--- src/rtl/fsps_pkg.sv ---
// Shared constants and types for the flash self-program sequencer
package fsps_pkg;
    // Clock and operation timing
    localparam int CLK_PERIOD_NS = 10;
    // Erase or page write time, a plain default
    localparam int PROG_TIME_US = 4000;
    localparam int NS_PER_US = 1000;

    // Array geometry
    localparam int PAGE_WORDS = 64;
    localparam int PAGE_COUNT = 256;
    localparam int WORD_W = 16;
    localparam int IDX_W = 6;
    localparam int PAGE_W = 8;
    localparam int PC_W = 14;
    localparam int Z_W = 16;

    // Pointer fields
    localparam int Z_PAGE_HI = 14;
    localparam int Z_PAGE_LO = 7;
    localparam int Z_IDX_HI = 6;
    localparam int Z_IDX_LO = 1;

    // Command register
    localparam int CMD_W = 5;
    localparam int CMD_ENABLE_BIT = 0;
    localparam logic [4:0] CMD_PAGE_LOAD = 5'h01;
    localparam logic [4:0] CMD_PAGE_ERASE = 5'h03;
    localparam logic [4:0] CMD_PAGE_WRITE = 5'h05;
    localparam logic [2:0] WINDOW_CYCLES = 3'h4;

    // Register map
    localparam int ADDR_W = 8;
    localparam logic [7:0] ADDR_CMD = 8'h00;
    localparam logic [7:0] ADDR_STATUS = 8'h04;
    localparam logic [7:0] ADDR_MASK = 8'h08;
    localparam logic [7:0] ADDR_INFO = 8'h0c;
    localparam int INFO_BUSY_BIT = 16;

    // Status bits
    localparam int ST_W = 3;
    localparam int ST_DONE = 0;
    localparam int ST_TIMEOUT = 1;
    localparam int ST_REFUSED = 2;

    // Reset vectors by boot size fuses
    localparam logic [13:0] APP_RESET_VEC = 14'h0000;
    localparam logic [13:0] BOOT_START_256 = 14'h3f00;
    localparam logic [13:0] BOOT_START_512 = 14'h3e00;
    localparam logic [13:0] BOOT_START_1K = 14'h3c00;
    localparam logic [13:0] BOOT_START_2K = 14'h3800;
    localparam logic [1:0] BOOT_SIZE_FUSES_256 = 2'h3;
    localparam logic [1:0] BOOT_SIZE_FUSES_512 = 2'h2;
    localparam logic [1:0] BOOT_SIZE_FUSES_1K = 2'h1;

    typedef enum {
        FSPS_IDLE,
        FSPS_WRITE,
        FSPS_WAIT
    } fsps_state_t;
endpackage

--- src/rtl/fsps_seq.sv ---
// Flash self-program sequencer with APB registers and CPU store-program port
// Rules from the document
// R1: Reset vector is zero when boot reset fuse is 0, boot start when 1.
// R2: Boot code may read and program every flash location, boot section included.
// R3: General lock bits never block store-program or load-program accesses.
// R4: Flash changes only by whole 64-word pages, never a single word.
// R5: Software erases, loads buffer words, then writes; it saves unchanged words.
// R6: Buffer words may be loaded in any index order.
// R7: Code 00011 then store-program erases page at pointer bits 14..7.
// R8: Code 00001 then store-program loads R1:R0 into slot pointer bits 6..1.
// R9: Code 00101 writes buffer into page 14..7; software keeps bits 6..0 zero.
// R10: Software uses the same page address for erase and following write.
// R11: Store-program acts only within four cycles after the command write.
// R12: CPU halts during erase or write; enable flag clears on completion.
// R13: Software polls the command register until the enable flag clears.
// R14: Software follows erase or write with an all-ones word and a no-op.
// R15: Software should keep interrupts disabled during erase or write.
// R16: Software should lock the boot section when it need not change.
// R17: Store-program executes only when fetched from the boot section.
// R18: Flash is 256 pages of 64 words; boot size set by two fuses.
// R19: A late or missing store-program clears the command, no flash action.
`timescale 1ns/1ps
module fsps_seq #(
    parameter int PROG_CYCLES = fsps_pkg::PROG_TIME_US * fsps_pkg::NS_PER_US
                                / fsps_pkg::CLK_PERIOD_NS
) (
    input wire logic clk,
    input wire logic rst_b,
    input wire logic psel,
    input wire logic penable,
    input wire logic pwrite,
    input wire logic [7:0] paddr,
    input wire logic [31:0] pwdata,
    output logic [31:0] prdata,
    output logic pready,
    output logic pslverr,
    input wire logic spm_strobe,
    input wire logic [13:0] spm_pc,
    input wire logic [15:0] z_ptr,
    input wire logic [15:0] r1r0,
    input wire logic boot_reset_select_fuse,
    input wire logic [1:0] boot_size_fuses,
    output logic [13:0] reset_vec,
    output logic cpu_halt,
    output logic flash_erase,
    output logic [7:0] flash_page,
    output logic flash_wr_en,
    output logic [5:0] flash_wr_idx,
    output logic [15:0] flash_wr_data,
    output logic irq
);
    localparam int CNT_W = $clog2(PROG_CYCLES + 1);
    localparam int IW = fsps_pkg::IDX_W;

    fsps_pkg::fsps_state_t state_r;
    logic [fsps_pkg::CMD_W-1:0] cmd_r;
    logic [2:0] win_cnt_r;
    logic [CNT_W-1:0] prog_cnt_r;
    logic [IW-1:0] wr_idx_r;
    logic op_write_r;
    logic [fsps_pkg::ST_W-1:0] status_r;
    logic [fsps_pkg::ST_W-1:0] mask_r;
    logic [fsps_pkg::ST_W-1:0] status_nxt;
    logic [15:0] buf_rd;

    // Bus decode
    wire idle = (state_r == fsps_pkg::FSPS_IDLE);
    wire access = psel && penable && !pready;
    wire fire = psel && penable && pready;
    wire wr_fire = fire && pwrite;
    wire rd_fire = fire && !pwrite;
    wire hit_cmd = (paddr == fsps_pkg::ADDR_CMD);
    wire hit_status = (paddr == fsps_pkg::ADDR_STATUS);
    wire hit_mask = (paddr == fsps_pkg::ADDR_MASK);
    wire hit_info = (paddr == fsps_pkg::ADDR_INFO);
    wire hit_any = hit_cmd || hit_status || hit_mask || hit_info;
    // Command writes while busy are dropped so a running page is never re-aimed
    wire cmd_wr = wr_fire && hit_cmd && idle;
    wire cmd_wr_en = cmd_wr && pwdata[fsps_pkg::CMD_ENABLE_BIT];

    // R18: boot start from the two size fuses
    wire [13:0] boot_start =
        (boot_size_fuses == fsps_pkg::BOOT_SIZE_FUSES_256) ? fsps_pkg::BOOT_START_256 :
        (boot_size_fuses == fsps_pkg::BOOT_SIZE_FUSES_512) ? fsps_pkg::BOOT_START_512 :
        (boot_size_fuses == fsps_pkg::BOOT_SIZE_FUSES_1K) ? fsps_pkg::BOOT_START_1K :
        fsps_pkg::BOOT_START_2K;
    // R17: only fetches from the boot section count
    wire in_boot = (spm_pc >= boot_start);

    // R11: store-program honoured only inside the armed window
    wire win_active = (win_cnt_r != 3'h0) && cmd_r[fsps_pkg::CMD_ENABLE_BIT];
    wire spm_take = spm_strobe && win_active;
    wire spm_ok = spm_take && in_boot;
    wire spm_refused = spm_take && !in_boot;
    // R19: window ran out without a store-program
    wire win_expire = (win_cnt_r == 3'h1) && !spm_strobe && cmd_r[fsps_pkg::CMD_ENABLE_BIT];

    // R7: page erase code
    wire start_erase = spm_ok && (cmd_r == fsps_pkg::CMD_PAGE_ERASE);
    // R9: page write code
    wire start_write = spm_ok && (cmd_r == fsps_pkg::CMD_PAGE_WRITE);
    // R8: buffer load code
    wire start_load = spm_ok && (cmd_r == fsps_pkg::CMD_PAGE_LOAD);
    wire other_cmd = spm_ok && !start_erase && !start_write && !start_load;
    wire prog_end = (state_r == fsps_pkg::FSPS_WAIT) && (prog_cnt_r == '0);
    wire stream_end = (state_r == fsps_pkg::FSPS_WRITE)
                      && (wr_idx_r == IW'(fsps_pkg::PAGE_WORDS - 1));

    // R2 R3: target page from the pointer alone, no section or lock gating
    wire [7:0] z_page = z_ptr[fsps_pkg::Z_PAGE_HI:fsps_pkg::Z_PAGE_LO];
    wire [IW-1:0] z_idx = z_ptr[fsps_pkg::Z_IDX_HI:fsps_pkg::Z_IDX_LO];

    // Events for the sticky status register
    wire ev_done = prog_end || start_load || other_cmd;
    wire ev_timeout = win_expire;
    wire ev_refused = spm_refused;
    wire [fsps_pkg::ST_W-1:0] events = {ev_refused, ev_timeout, ev_done};
    // Clear only bits already returned, and a new event wins over the clear
    wire [fsps_pkg::ST_W-1:0] rd_clear =
        (rd_fire && hit_status) ? prdata[fsps_pkg::ST_W-1:0] : '0;
    assign status_nxt = (status_r & ~rd_clear) | events;

    wire [31:0] rd_value =
        hit_cmd ? {27'h0, cmd_r} :
        hit_status ? {29'h0, status_r} :
        hit_mask ? {29'h0, mask_r} :
        hit_info ? {15'h0, !idle, 2'h0, reset_vec} :
        32'h0;

    // R6: buffer loaded at the pointer index, any order
    fsps_page_buf #(
        .WORDS(fsps_pkg::PAGE_WORDS),
        .WIDTH(fsps_pkg::WORD_W),
        .IDX_W(IW)
    ) u_buf (
        .clk(clk),
        .rst_b(rst_b),
        .load_en(start_load),
        .load_idx(z_idx),
        .load_data(r1r0),
        .clear(prog_end && op_write_r),
        .rd_idx(wr_idx_r),
        .rd_data(buf_rd)
    );

    // APB slave with one wait state
    always_ff @(posedge clk)
    begin
        if (!rst_b)
        begin
            pready <= 1'b0;
            pslverr <= 1'b0;
            prdata <= 32'h0;
        end
        else
        begin
            pready <= access;
            pslverr <= access && !hit_any;
            prdata <= (access && !pwrite) ? rd_value : 32'h0;
        end
    end

    // R1: reset vector chosen by the boot reset fuse
    always_ff @(posedge clk)
    begin
        if (!rst_b)
            reset_vec <= fsps_pkg::APP_RESET_VEC;
        else
            reset_vec <= boot_reset_select_fuse ? boot_start : fsps_pkg::APP_RESET_VEC;
    end

    // Command register and its window
    always_ff @(posedge clk)
    begin
        if (!rst_b)
        begin
            cmd_r <= '0;
            win_cnt_r <= 3'h0;
        end
        else if (cmd_wr)
        begin
            cmd_r <= pwdata[fsps_pkg::CMD_W-1:0];
            win_cnt_r <= cmd_wr_en ? fsps_pkg::WINDOW_CYCLES : 3'h0;
        end
        // R12 R19: flag clears on completion, refusal or expiry
        else if (prog_end || start_load || other_cmd || spm_refused || win_expire)
        begin
            cmd_r <= '0;
            win_cnt_r <= 3'h0;
        end
        else if (spm_ok || win_cnt_r == 3'h0)
            win_cnt_r <= 3'h0;
        else
            win_cnt_r <= win_cnt_r - 3'h1;
    end

    // R4 R12: page operations hold the CPU until the array is done
    always_ff @(posedge clk)
    begin
        if (!rst_b)
        begin
            state_r <= fsps_pkg::FSPS_IDLE;
            cpu_halt <= 1'b0;
            op_write_r <= 1'b0;
            wr_idx_r <= '0;
            prog_cnt_r <= '0;
        end
        else
        begin
            case (state_r)
                fsps_pkg::FSPS_IDLE:
                begin
                    wr_idx_r <= '0;
                    prog_cnt_r <= CNT_W'(PROG_CYCLES - 1);
                    op_write_r <= start_write;
                    if (start_write)
                    begin
                        state_r <= fsps_pkg::FSPS_WRITE;
                        cpu_halt <= 1'b1;
                    end
                    else if (start_erase)
                    begin
                        state_r <= fsps_pkg::FSPS_WAIT;
                        cpu_halt <= 1'b1;
                    end
                end
                fsps_pkg::FSPS_WRITE:
                begin
                    wr_idx_r <= wr_idx_r + IW'(1);
                    if (stream_end)
                        state_r <= fsps_pkg::FSPS_WAIT;
                end
                fsps_pkg::FSPS_WAIT:
                begin
                    prog_cnt_r <= prog_cnt_r - CNT_W'(1);
                    if (prog_end)
                    begin
                        state_r <= fsps_pkg::FSPS_IDLE;
                        cpu_halt <= 1'b0;
                    end
                end
                default:
                    state_r <= fsps_pkg::FSPS_IDLE;
            endcase
        end
    end

    // R7 R9: array strobes, the whole page streamed word by word
    always_ff @(posedge clk)
    begin
        if (!rst_b)
        begin
            flash_erase <= 1'b0;
            flash_page <= 8'h00;
            flash_wr_en <= 1'b0;
            flash_wr_idx <= 6'h00;
            flash_wr_data <= 16'h0000;
        end
        else
        begin
            flash_erase <= start_erase;
            if (start_erase || start_write)
                flash_page <= z_page;
            flash_wr_en <= (state_r == fsps_pkg::FSPS_WRITE);
            flash_wr_idx <= wr_idx_r;
            flash_wr_data <= buf_rd;
        end
    end

    // Sticky status, mask and interrupt
    always_ff @(posedge clk)
    begin
        if (!rst_b)
        begin
            status_r <= '0;
            mask_r <= '0;
            irq <= 1'b0;
        end
        else
        begin
            status_r <= status_nxt;
            if (wr_fire && hit_mask)
                mask_r <= pwdata[fsps_pkg::ST_W-1:0];
            irq <= |(status_r & mask_r);
        end
    end

    halt_on_start_a: assert property ( // R12
        @(posedge clk) disable iff (!rst_b)
        (start_erase || start_write) |=> cpu_halt && !idle)
        else $error("CPU not halted after page operation start");

    flag_clear_done_a: assert property ( // R12
        @(posedge clk) disable iff (!rst_b)
        prog_end |=> !cmd_r[fsps_pkg::CMD_ENABLE_BIT] && !cpu_halt && idle)
        else $error("Enable flag or halt left set after completion");

    window_expiry_a: assert property ( // R19
        @(posedge clk) disable iff (!rst_b)
        cmd_wr_en ##1 (!spm_strobe) [*4] |=> !cmd_r[fsps_pkg::CMD_ENABLE_BIT] && idle)
        else $error("Command still pending after window expired");

    window_accept_a: assert property ( // R11
        @(posedge clk) disable iff (!rst_b)
        (cmd_wr && pwdata[fsps_pkg::CMD_W-1:0] == fsps_pkg::CMD_PAGE_ERASE)
        ##1 (!spm_strobe) [*3] ##1 (spm_strobe && in_boot) |=> flash_erase && cpu_halt)
        else $error("Store-program on fourth cycle not accepted");

    boot_only_a: assert property ( // R17
        @(posedge clk) disable iff (!rst_b)
        (idle && spm_strobe && win_active && !in_boot)
        |=> !cpu_halt && !flash_erase && !cmd_r[fsps_pkg::CMD_ENABLE_BIT])
        else $error("Store-program from outside boot section executed");

    erase_page_a: assert property ( // R7
        @(posedge clk) disable iff (!rst_b)
        start_erase |=> flash_erase && flash_page == $past(z_page))
        else $error("Erase strobe or page address wrong");

    write_start_a: assert property ( // R9
        @(posedge clk) disable iff (!rst_b)
        start_write |=> !flash_wr_en ##1 (flash_wr_en && flash_wr_idx == 6'h00))
        else $error("Page write did not start at word zero");

    page_words_a: assert property ( // R4
        @(posedge clk) disable iff (!rst_b)
        $fell(flash_wr_en) |-> $past(flash_wr_idx) == 6'h3f)
        else $error("Page write stream not a whole page");

    reset_vector_a: assert property ( // R1
        @(posedge clk) disable iff (!rst_b)
        $past(rst_b) |-> reset_vec ==
            ($past(boot_reset_select_fuse) ? $past(boot_start) : fsps_pkg::APP_RESET_VEC))
        else $error("Reset vector does not follow the boot reset fuse");
endmodule // fsps_seq

--- src/rtl/fsps_page_buf.sv ---
// Temporary page buffer, one flip-flop word per entry
`timescale 1ns/1ps
module fsps_page_buf #(
    parameter int WORDS = 64,
    parameter int WIDTH = 16,
    parameter int IDX_W = 6
) (
    input wire logic clk,
    input wire logic rst_b,
    input wire logic load_en,
    input wire logic [IDX_W-1:0] load_idx,
    input wire logic [WIDTH-1:0] load_data,
    input wire logic clear,
    input wire logic [IDX_W-1:0] rd_idx,
    output logic [WIDTH-1:0] rd_data
);
    logic [WIDTH-1:0] mem_r [WORDS];

    genvar i;
    generate
        for (i = 0; i < WORDS; i++)
        begin : g_entry
            // R6: each slot loads on its own index, any order
            always_ff @(posedge clk)
            begin
                if (!rst_b || clear)
                    mem_r[i] <= '1;
                else if (load_en && load_idx == IDX_W'(i))
                    mem_r[i] <= load_data;
            end
        end
    endgenerate

    assign rd_data = mem_r[rd_idx];
endmodule // fsps_page_buf

--- config.mk ---
export PLATFORM = sky130hd
export DESIGN_NAME = fsps_seq
export DESIGN_NICKNAME = d
export VERILOG_FILES = /design/src/rtl/fsps_pkg.sv /design/src/rtl/fsps_seq.sv /design/src/rtl/fsps_page_buf.sv
export SDC_FILE = /design/constraint.sdc
export NUM_CORES = 2
export LEC_CHECK = 0
export BUFFER_PORTS_ARGS = -buffer_cell sky130_fd_sc_hd__buf_2
export CAP_MARGIN = 20
export CORE_MARGIN = 5
export CORE_UTILIZATION = 40
export DETAILED_ROUTE_END_ITERATION = 6
export PLACE_DENSITY = 0.56
export SLEW_MARGIN = 20
export SYNTH_ARGS = -nofsm -noshare
export SYNTH_HDL_FRONTEND = slang
export SYNTH_SLANG_ARGS = --single-unit
--- constraint.sdc ---
create_clock -name clk -period 4.8 [get_ports clk]
set_clock_uncertainty 0.15 [all_clocks]
set_input_delay 0.96 -clock clk [delete_from_list [all_inputs] [get_ports clk]]
set_output_delay 0.96 -clock clk [all_outputs]
set_load 0.05 [all_outputs]
== After elaboration in Yosys (flattened, before gate mapping) ==
Memory sizes are Yosys's and may differ from the RTL's. A register that Yosys moved wholly into a read port is not among the register bits.
Index checks and enable logic that the tools add are counted.

* Register bits: 119
* Memories: 1
* Bits in writable memories: 1024
* Input port bits: 95

{| class="wikitable"
|+ Memories
! name !! depth !! width !! rd ports !! clocked after Yosys merged registers in !! wr ports !! line !! source
|-
| u_buf.mem_r || 64 || 16 || 1 || 1 || 64 || fsps_page_buf.sv:17 || <nowiki>logic [WIDTH-1:0] mem_r [WORDS];</nowiki>
|}

* Reductions and logical operators: 128
* Add/subtract/negate cells: 3
* Eq/ne operators: 81
* $lt $le $gt $ge: 1
* Multiplexer cells: 283
* Bitwise gates (word level): 71

{| class="wikitable"
|+ Operators with widths
! cell !! count
|-
| 16-bit two-way mux || 64
|-
| 6-bit equality test, second input constant || 33
|-
| 1-bit two-way mux || 197
|-
| 32-bit two-way mux || 4
|-
| 6-bit by 5-bit equality test with 1-bit output, second input constant || 16
|-
| 32-bit case mux with 3 select lines || 1
|-
| 1-bit logical AND || 91
|-
| 32-bit by 2-bit equality test with 1-bit output, second input constant || 2
|-
| 32-bit zero test || 2
|-
| 1-bit OR || 64
|-
| 6-bit by 4-bit equality test with 1-bit output, second input constant || 8
|-
| 19-bit case mux with 2 select lines || 1
|-
| 11-bit two-way mux || 3
|-
| 32-bit by 1-bit equality test with 1-bit output, second input constant || 1
|-
| 32-bit by 3-bit equality test with 1-bit output, second input constant || 1
|-
| 5-bit two-way mux || 6
|-
| 6-bit by 3-bit equality test with 1-bit output, second input constant || 4
|-
| 19-bit zero test || 1
|-
| 19-bit by 1-bit subtractor with 19-bit output, second input constant || 1
|-
| 8-bit by 4-bit equality test with 1-bit output, second input constant || 2
|-
| 3-bit two-way mux || 5
|-
| 14-bit greater-or-equal comparator || 1
|-
| 6-bit by 2-bit equality test with 1-bit output, second input constant || 2
|-
| 6-bit case mux with 2 select lines || 1
|-
| 28 further kinds || 56
|}

== Longest topological paths before layout ==
* Word-level depth: 16
* Mapped depth: 9

== Hierarchy ==
A second synthesis with hierarchy kept.

* Cells, all modules: 3574
* Area total of the unflattened synthesis: 51511.9 um^2

{| class="wikitable"
|+ By module, submodules not included
! module !! cells an instance !! seq. area each (um^2) !! area an instance (um^2) !! times used
|-
| fsps_page_buf || 3164 || 30749.5 || 47659.5 || 1
|-
| fsps_seq || 410 || 1841.8 || 3852.4 || 1
|}

== Least setup slack after synthesis ==
No wires, ideal clock.

* Path type: input to register
* Start: input port boot_size_fuses[0]
* End: memory u_buf.mem_r[15][0], enable pin
* Setup slack: 0.299 ns
* Arrival time: 3.940 ns
* Path buffers: 2
* Stages: 9
* Library setup time: 0.411 ns
* Data required time: 4.239 ns
* Cells stage by stage: and2_1 ha_1 nor4bb_1 nand3_1 a211o_1 or3_1 buf_1 clkbuf_1 o21ai_0

{| class="wikitable"
|+ RTL lines
! element !! line !! source
|-
| start, declared || fsps_seq.sv:42 || <nowiki>input wire logic [1:0] boot_size_fuses,</nowiki>
|-
| end, declared || fsps_page_buf.sv:17 ||
|}

==> summary.txt <==
Worst setup path
  • Critical R2R Launch: cmd_r[0]$_SDFFE_PN0P_
  • Crit-path max FO: 23
  • Worst EP required: roughly 5.0 ns
  • CP Capture Type: flip-flop
  • Setup Crit Path Kind: in -> reg
  • Worst setup path startpoint: boot_size_fuses[0]
  • Crit path launch type: input port
  • R2R cell count: 6
  • WP data arrival: about 3.9 ns

Layout
  • Fraction of layout cells with a size suffix above 1: 24.2%
  • Layout area overhead: 13.5%
  • Leading cell type in the layout, fill and taps excluded: edfxtp_1
  • Most frequent cells in the layout: 1024 x edfxtp_1, 1004 x nand2_1, 192 x mux4_2
  • Finished Core Util: around 46%
  • # fillers: 10800
  • Layout net count: ~3800

Drt
  • Drt pass-1 iters: 7
  • Starting DRT DRC Count: ~3200
  • Via density: roughly 5.6
  • Antenna Violating Nets Remaining: 0
  • DR WL/cell: about 27 um
  • Drt total wl: between 100000 and 150000 um
  • DR DRC count: 0
  • DR vias: between 30000 and 40000

Synthesis
  • Mean area per synthesized cell: around 14 um2
  • Syn Inst Count: approximately 3500
  • Post-Syn Area: around 0.049 mm2
  • Ys async rst share: 0%
  • #FFs+latches synth: approximately 1100
  • Netlist cell types: 61
  • Most used flip-flop cell after synthesis: edfxtp_1
  • Top cell type by total area after synthesis: edfxtp_1
  • Sequential area share after synthesis: about two thirds
  • Synth top area cells: edfxtp_1 62%, mux4_2 8.8%, nand2_1 7.6%, dfxtp_1 3.7%, mux2i_1 2.8%
  • Post-synth EDFFs: 1024
  • Synthesis Warnings: 0
  • Yosys top cell area share: 62.4%

CTS
  • CTS Buf Count: approximately 110
  • H-tree depth: 3
  • Clk_lat worst skew: around 0.7 ns
  • CTS tree: yes
  • Number of gates resized after CTS: 0
  • Post-CTS setup buffer count: 0
  • Hold_buf cts: 0
  • Clock Path Buffers: 3
  • Clk pin slew, worst setup/hold paths: approximately 0.06 ns
  • Root buf cell: clkbuf_16
  • # clock sinks: ~1100

Timing
  • Final hold viol count: 0
  • Rel. slew slack: between 20% and 30%
  • Final Critical Period: approximately 3.7 ns
  • Slew at the pin with the worst max-slew slack: 1.07 ns
  • Final Cycle Share: about four fifths
  • Setup Viol. Count Final: 0
  • Highest clock rate: ~0.27 GHz
  • Max-slew violations: 0
  • RSZ-0062 raised after global routing: false
  • TNS Setup: 0 ns

Worst hold path
  • Hold WC Path Type: reg -> reg
  • Hold path depth: 1
  • Hold path startpoint: reset_vec[8]$_SDFF_PN0_

Die
  • Die height: about 360 um
  • Die ar.: between 0.1 and 0.15 mm2
  • # IOs: 177
  • Die Wd: 361 um
  • Starting Density: between 40% and 50%
  • Floorplan row count: roughly 130
  • Floorplan core area: 0.122 mm2

Power
  • Power Dens Cells: between 300 and 400 mW/mm2
  • Comb power frac: ~3.8%
  • Leak: approximately 0.014 uW
  • VDD IR max: ~0.00027 V
  • Clock Power Share: between 40% and 50%
  • Sw Share: between 20% and 30%
  • Switching power: approximately 4400 uW
  • Internal power: approximately 16000 uW
  • Sequential group share of total power: 52.3%

Global routing
  • GRT Util Overall: between 20% and 30%
  • Largest net degree at the start of global routing: slightly above 80
  • Initial antenna violation count: 8
  • Remaining global-route overflow: 0
  • First-pass GRT wire length: about 210000 um
  • Vias in the first global route: a little over 30000

Place
  • Post-DP HPWL: between 80000 and 90000 um
  • Port bufs: about 120
  • Routability cong.: 0.807

Run
  • Max_cap viols: 0

Outcome
  • Status: finished, final reports clean
-- kinds of logic after synthesis --
kind of cell | synth area share [%]
flops | 66.1
compound gates | 5.02
simple gates | 12.0
buf+inv | 4.70
other cells | 0.00761
fa+ha+maj | 0.229
xor+xnor | 0.320
mux | 11.6
-- cell usage after synthesis, types with 37 or more instances --
cell	count
buf_6	99
a22oi_1	45
mux2i_1	139
a211oi_1	55
buf_2	83
nand2_2	81
dfxtp_1	92
nand2_1	1004
mux4_2	192
edfxtp_1	1024
nor2_1	109
clkbuf_1	107
o21ai_0	65
a21oi_1	61
buf_4	37
-- cell type report --
type                    instances  area [um2]  share of cell area (%)
diodes                          6        15.0                  0.0268
clock inverters                62         537                   0.959
flip-flops and latches       1116       32600                    58.3
repair buffers                337        2720                    4.86
multi-input cells            2086       14800                    26.4
clock buffers                 147        3200                    5.72
well taps                    1625        2030                    3.63
inverters                      15        56.3                   0.101
-- worst max-delay path, stage by stage --
cell and delay [ns]:
buf_2 0.10, and2_1 0.16, ha_1 0.26, nor4bb_1 0.30, nand3_1 0.20, a211o_2 0.40
buf_4 0.31, or3_1 0.43, buf_4 0.22, o21ai_2 0.15, buf_4 0.37
-- registers in the layout (all words and copies together) (netlist names), 2 cells and up --
| register | flops |
|---|---|
| flash_wr_data | 16 |
| status_r | 3 |
| win_cnt_r | 3 |
| flash_wr_idx | 6 |
| cmd_r | 5 |
| state_r | 2 |
| prdata | 10 |
| reset_vec | 4 |
| prog_cnt_r | 19 |
| mask_r | 3 |
| wr_idx_r | 6 |
| u_buf.mem_r | 1024 |
| flash_page | 8 |
-- per-stage QoR --
stage                     worst slack, ns  cell area [um2]  hold slack, ns  total power [uW]  instances
final                                1.05            56000           0.297             20300       5394
after global routing                0.971            55900           0.324             20800       5390
after CTS                            1.09            55900           0.290             20400       5387
after detailed placement            0.360            52200           0.286             11600       5178
after global placement              0.384            52100           0.285             11600       5176
after floorplan                     0.299            49400           0.281             11200       3554
-- power groups by stage --
stage | Sequential (uW) | Clock [uW] | Combinational, uW
after global routing | 10600 | 9440 | 805
after CTS | 10600 | 9020 | 764
after floorplan | 10900 | 0 | 383
after global placement | 10800 | 0 | 753
final | 10600 | 8890 | 765
after detailed placement | 10800 | 0 | 762
-- final timing paths --
kind | to | slack [ns]
setup / recovery | u_buf.mem_r[41][10]$_SDFFCE_PN1P_ | 1.05
hold / removal | prdata[8]$_SDFF_PP0_ | 0.30
setup reg to reg | u_buf.mem_r[63][12]$_SDFFCE_PN1P_ | 1.22
hold reg to reg | prdata[8]$_SDFF_PP0_ | 0.30
-- routing by layer --
layer / vias up / global-route usage, % / routed length [um]
met5: - / 0 / 0
met4: 0 / 7.50 / 5040
met3: 233 / 3.79 / 11900
met2: 1304 / 36.8 / 71700
met1: 15500 / 30.0 / 59000
li1: 13200 / - / -
Power figures use the tool's default switching activity.
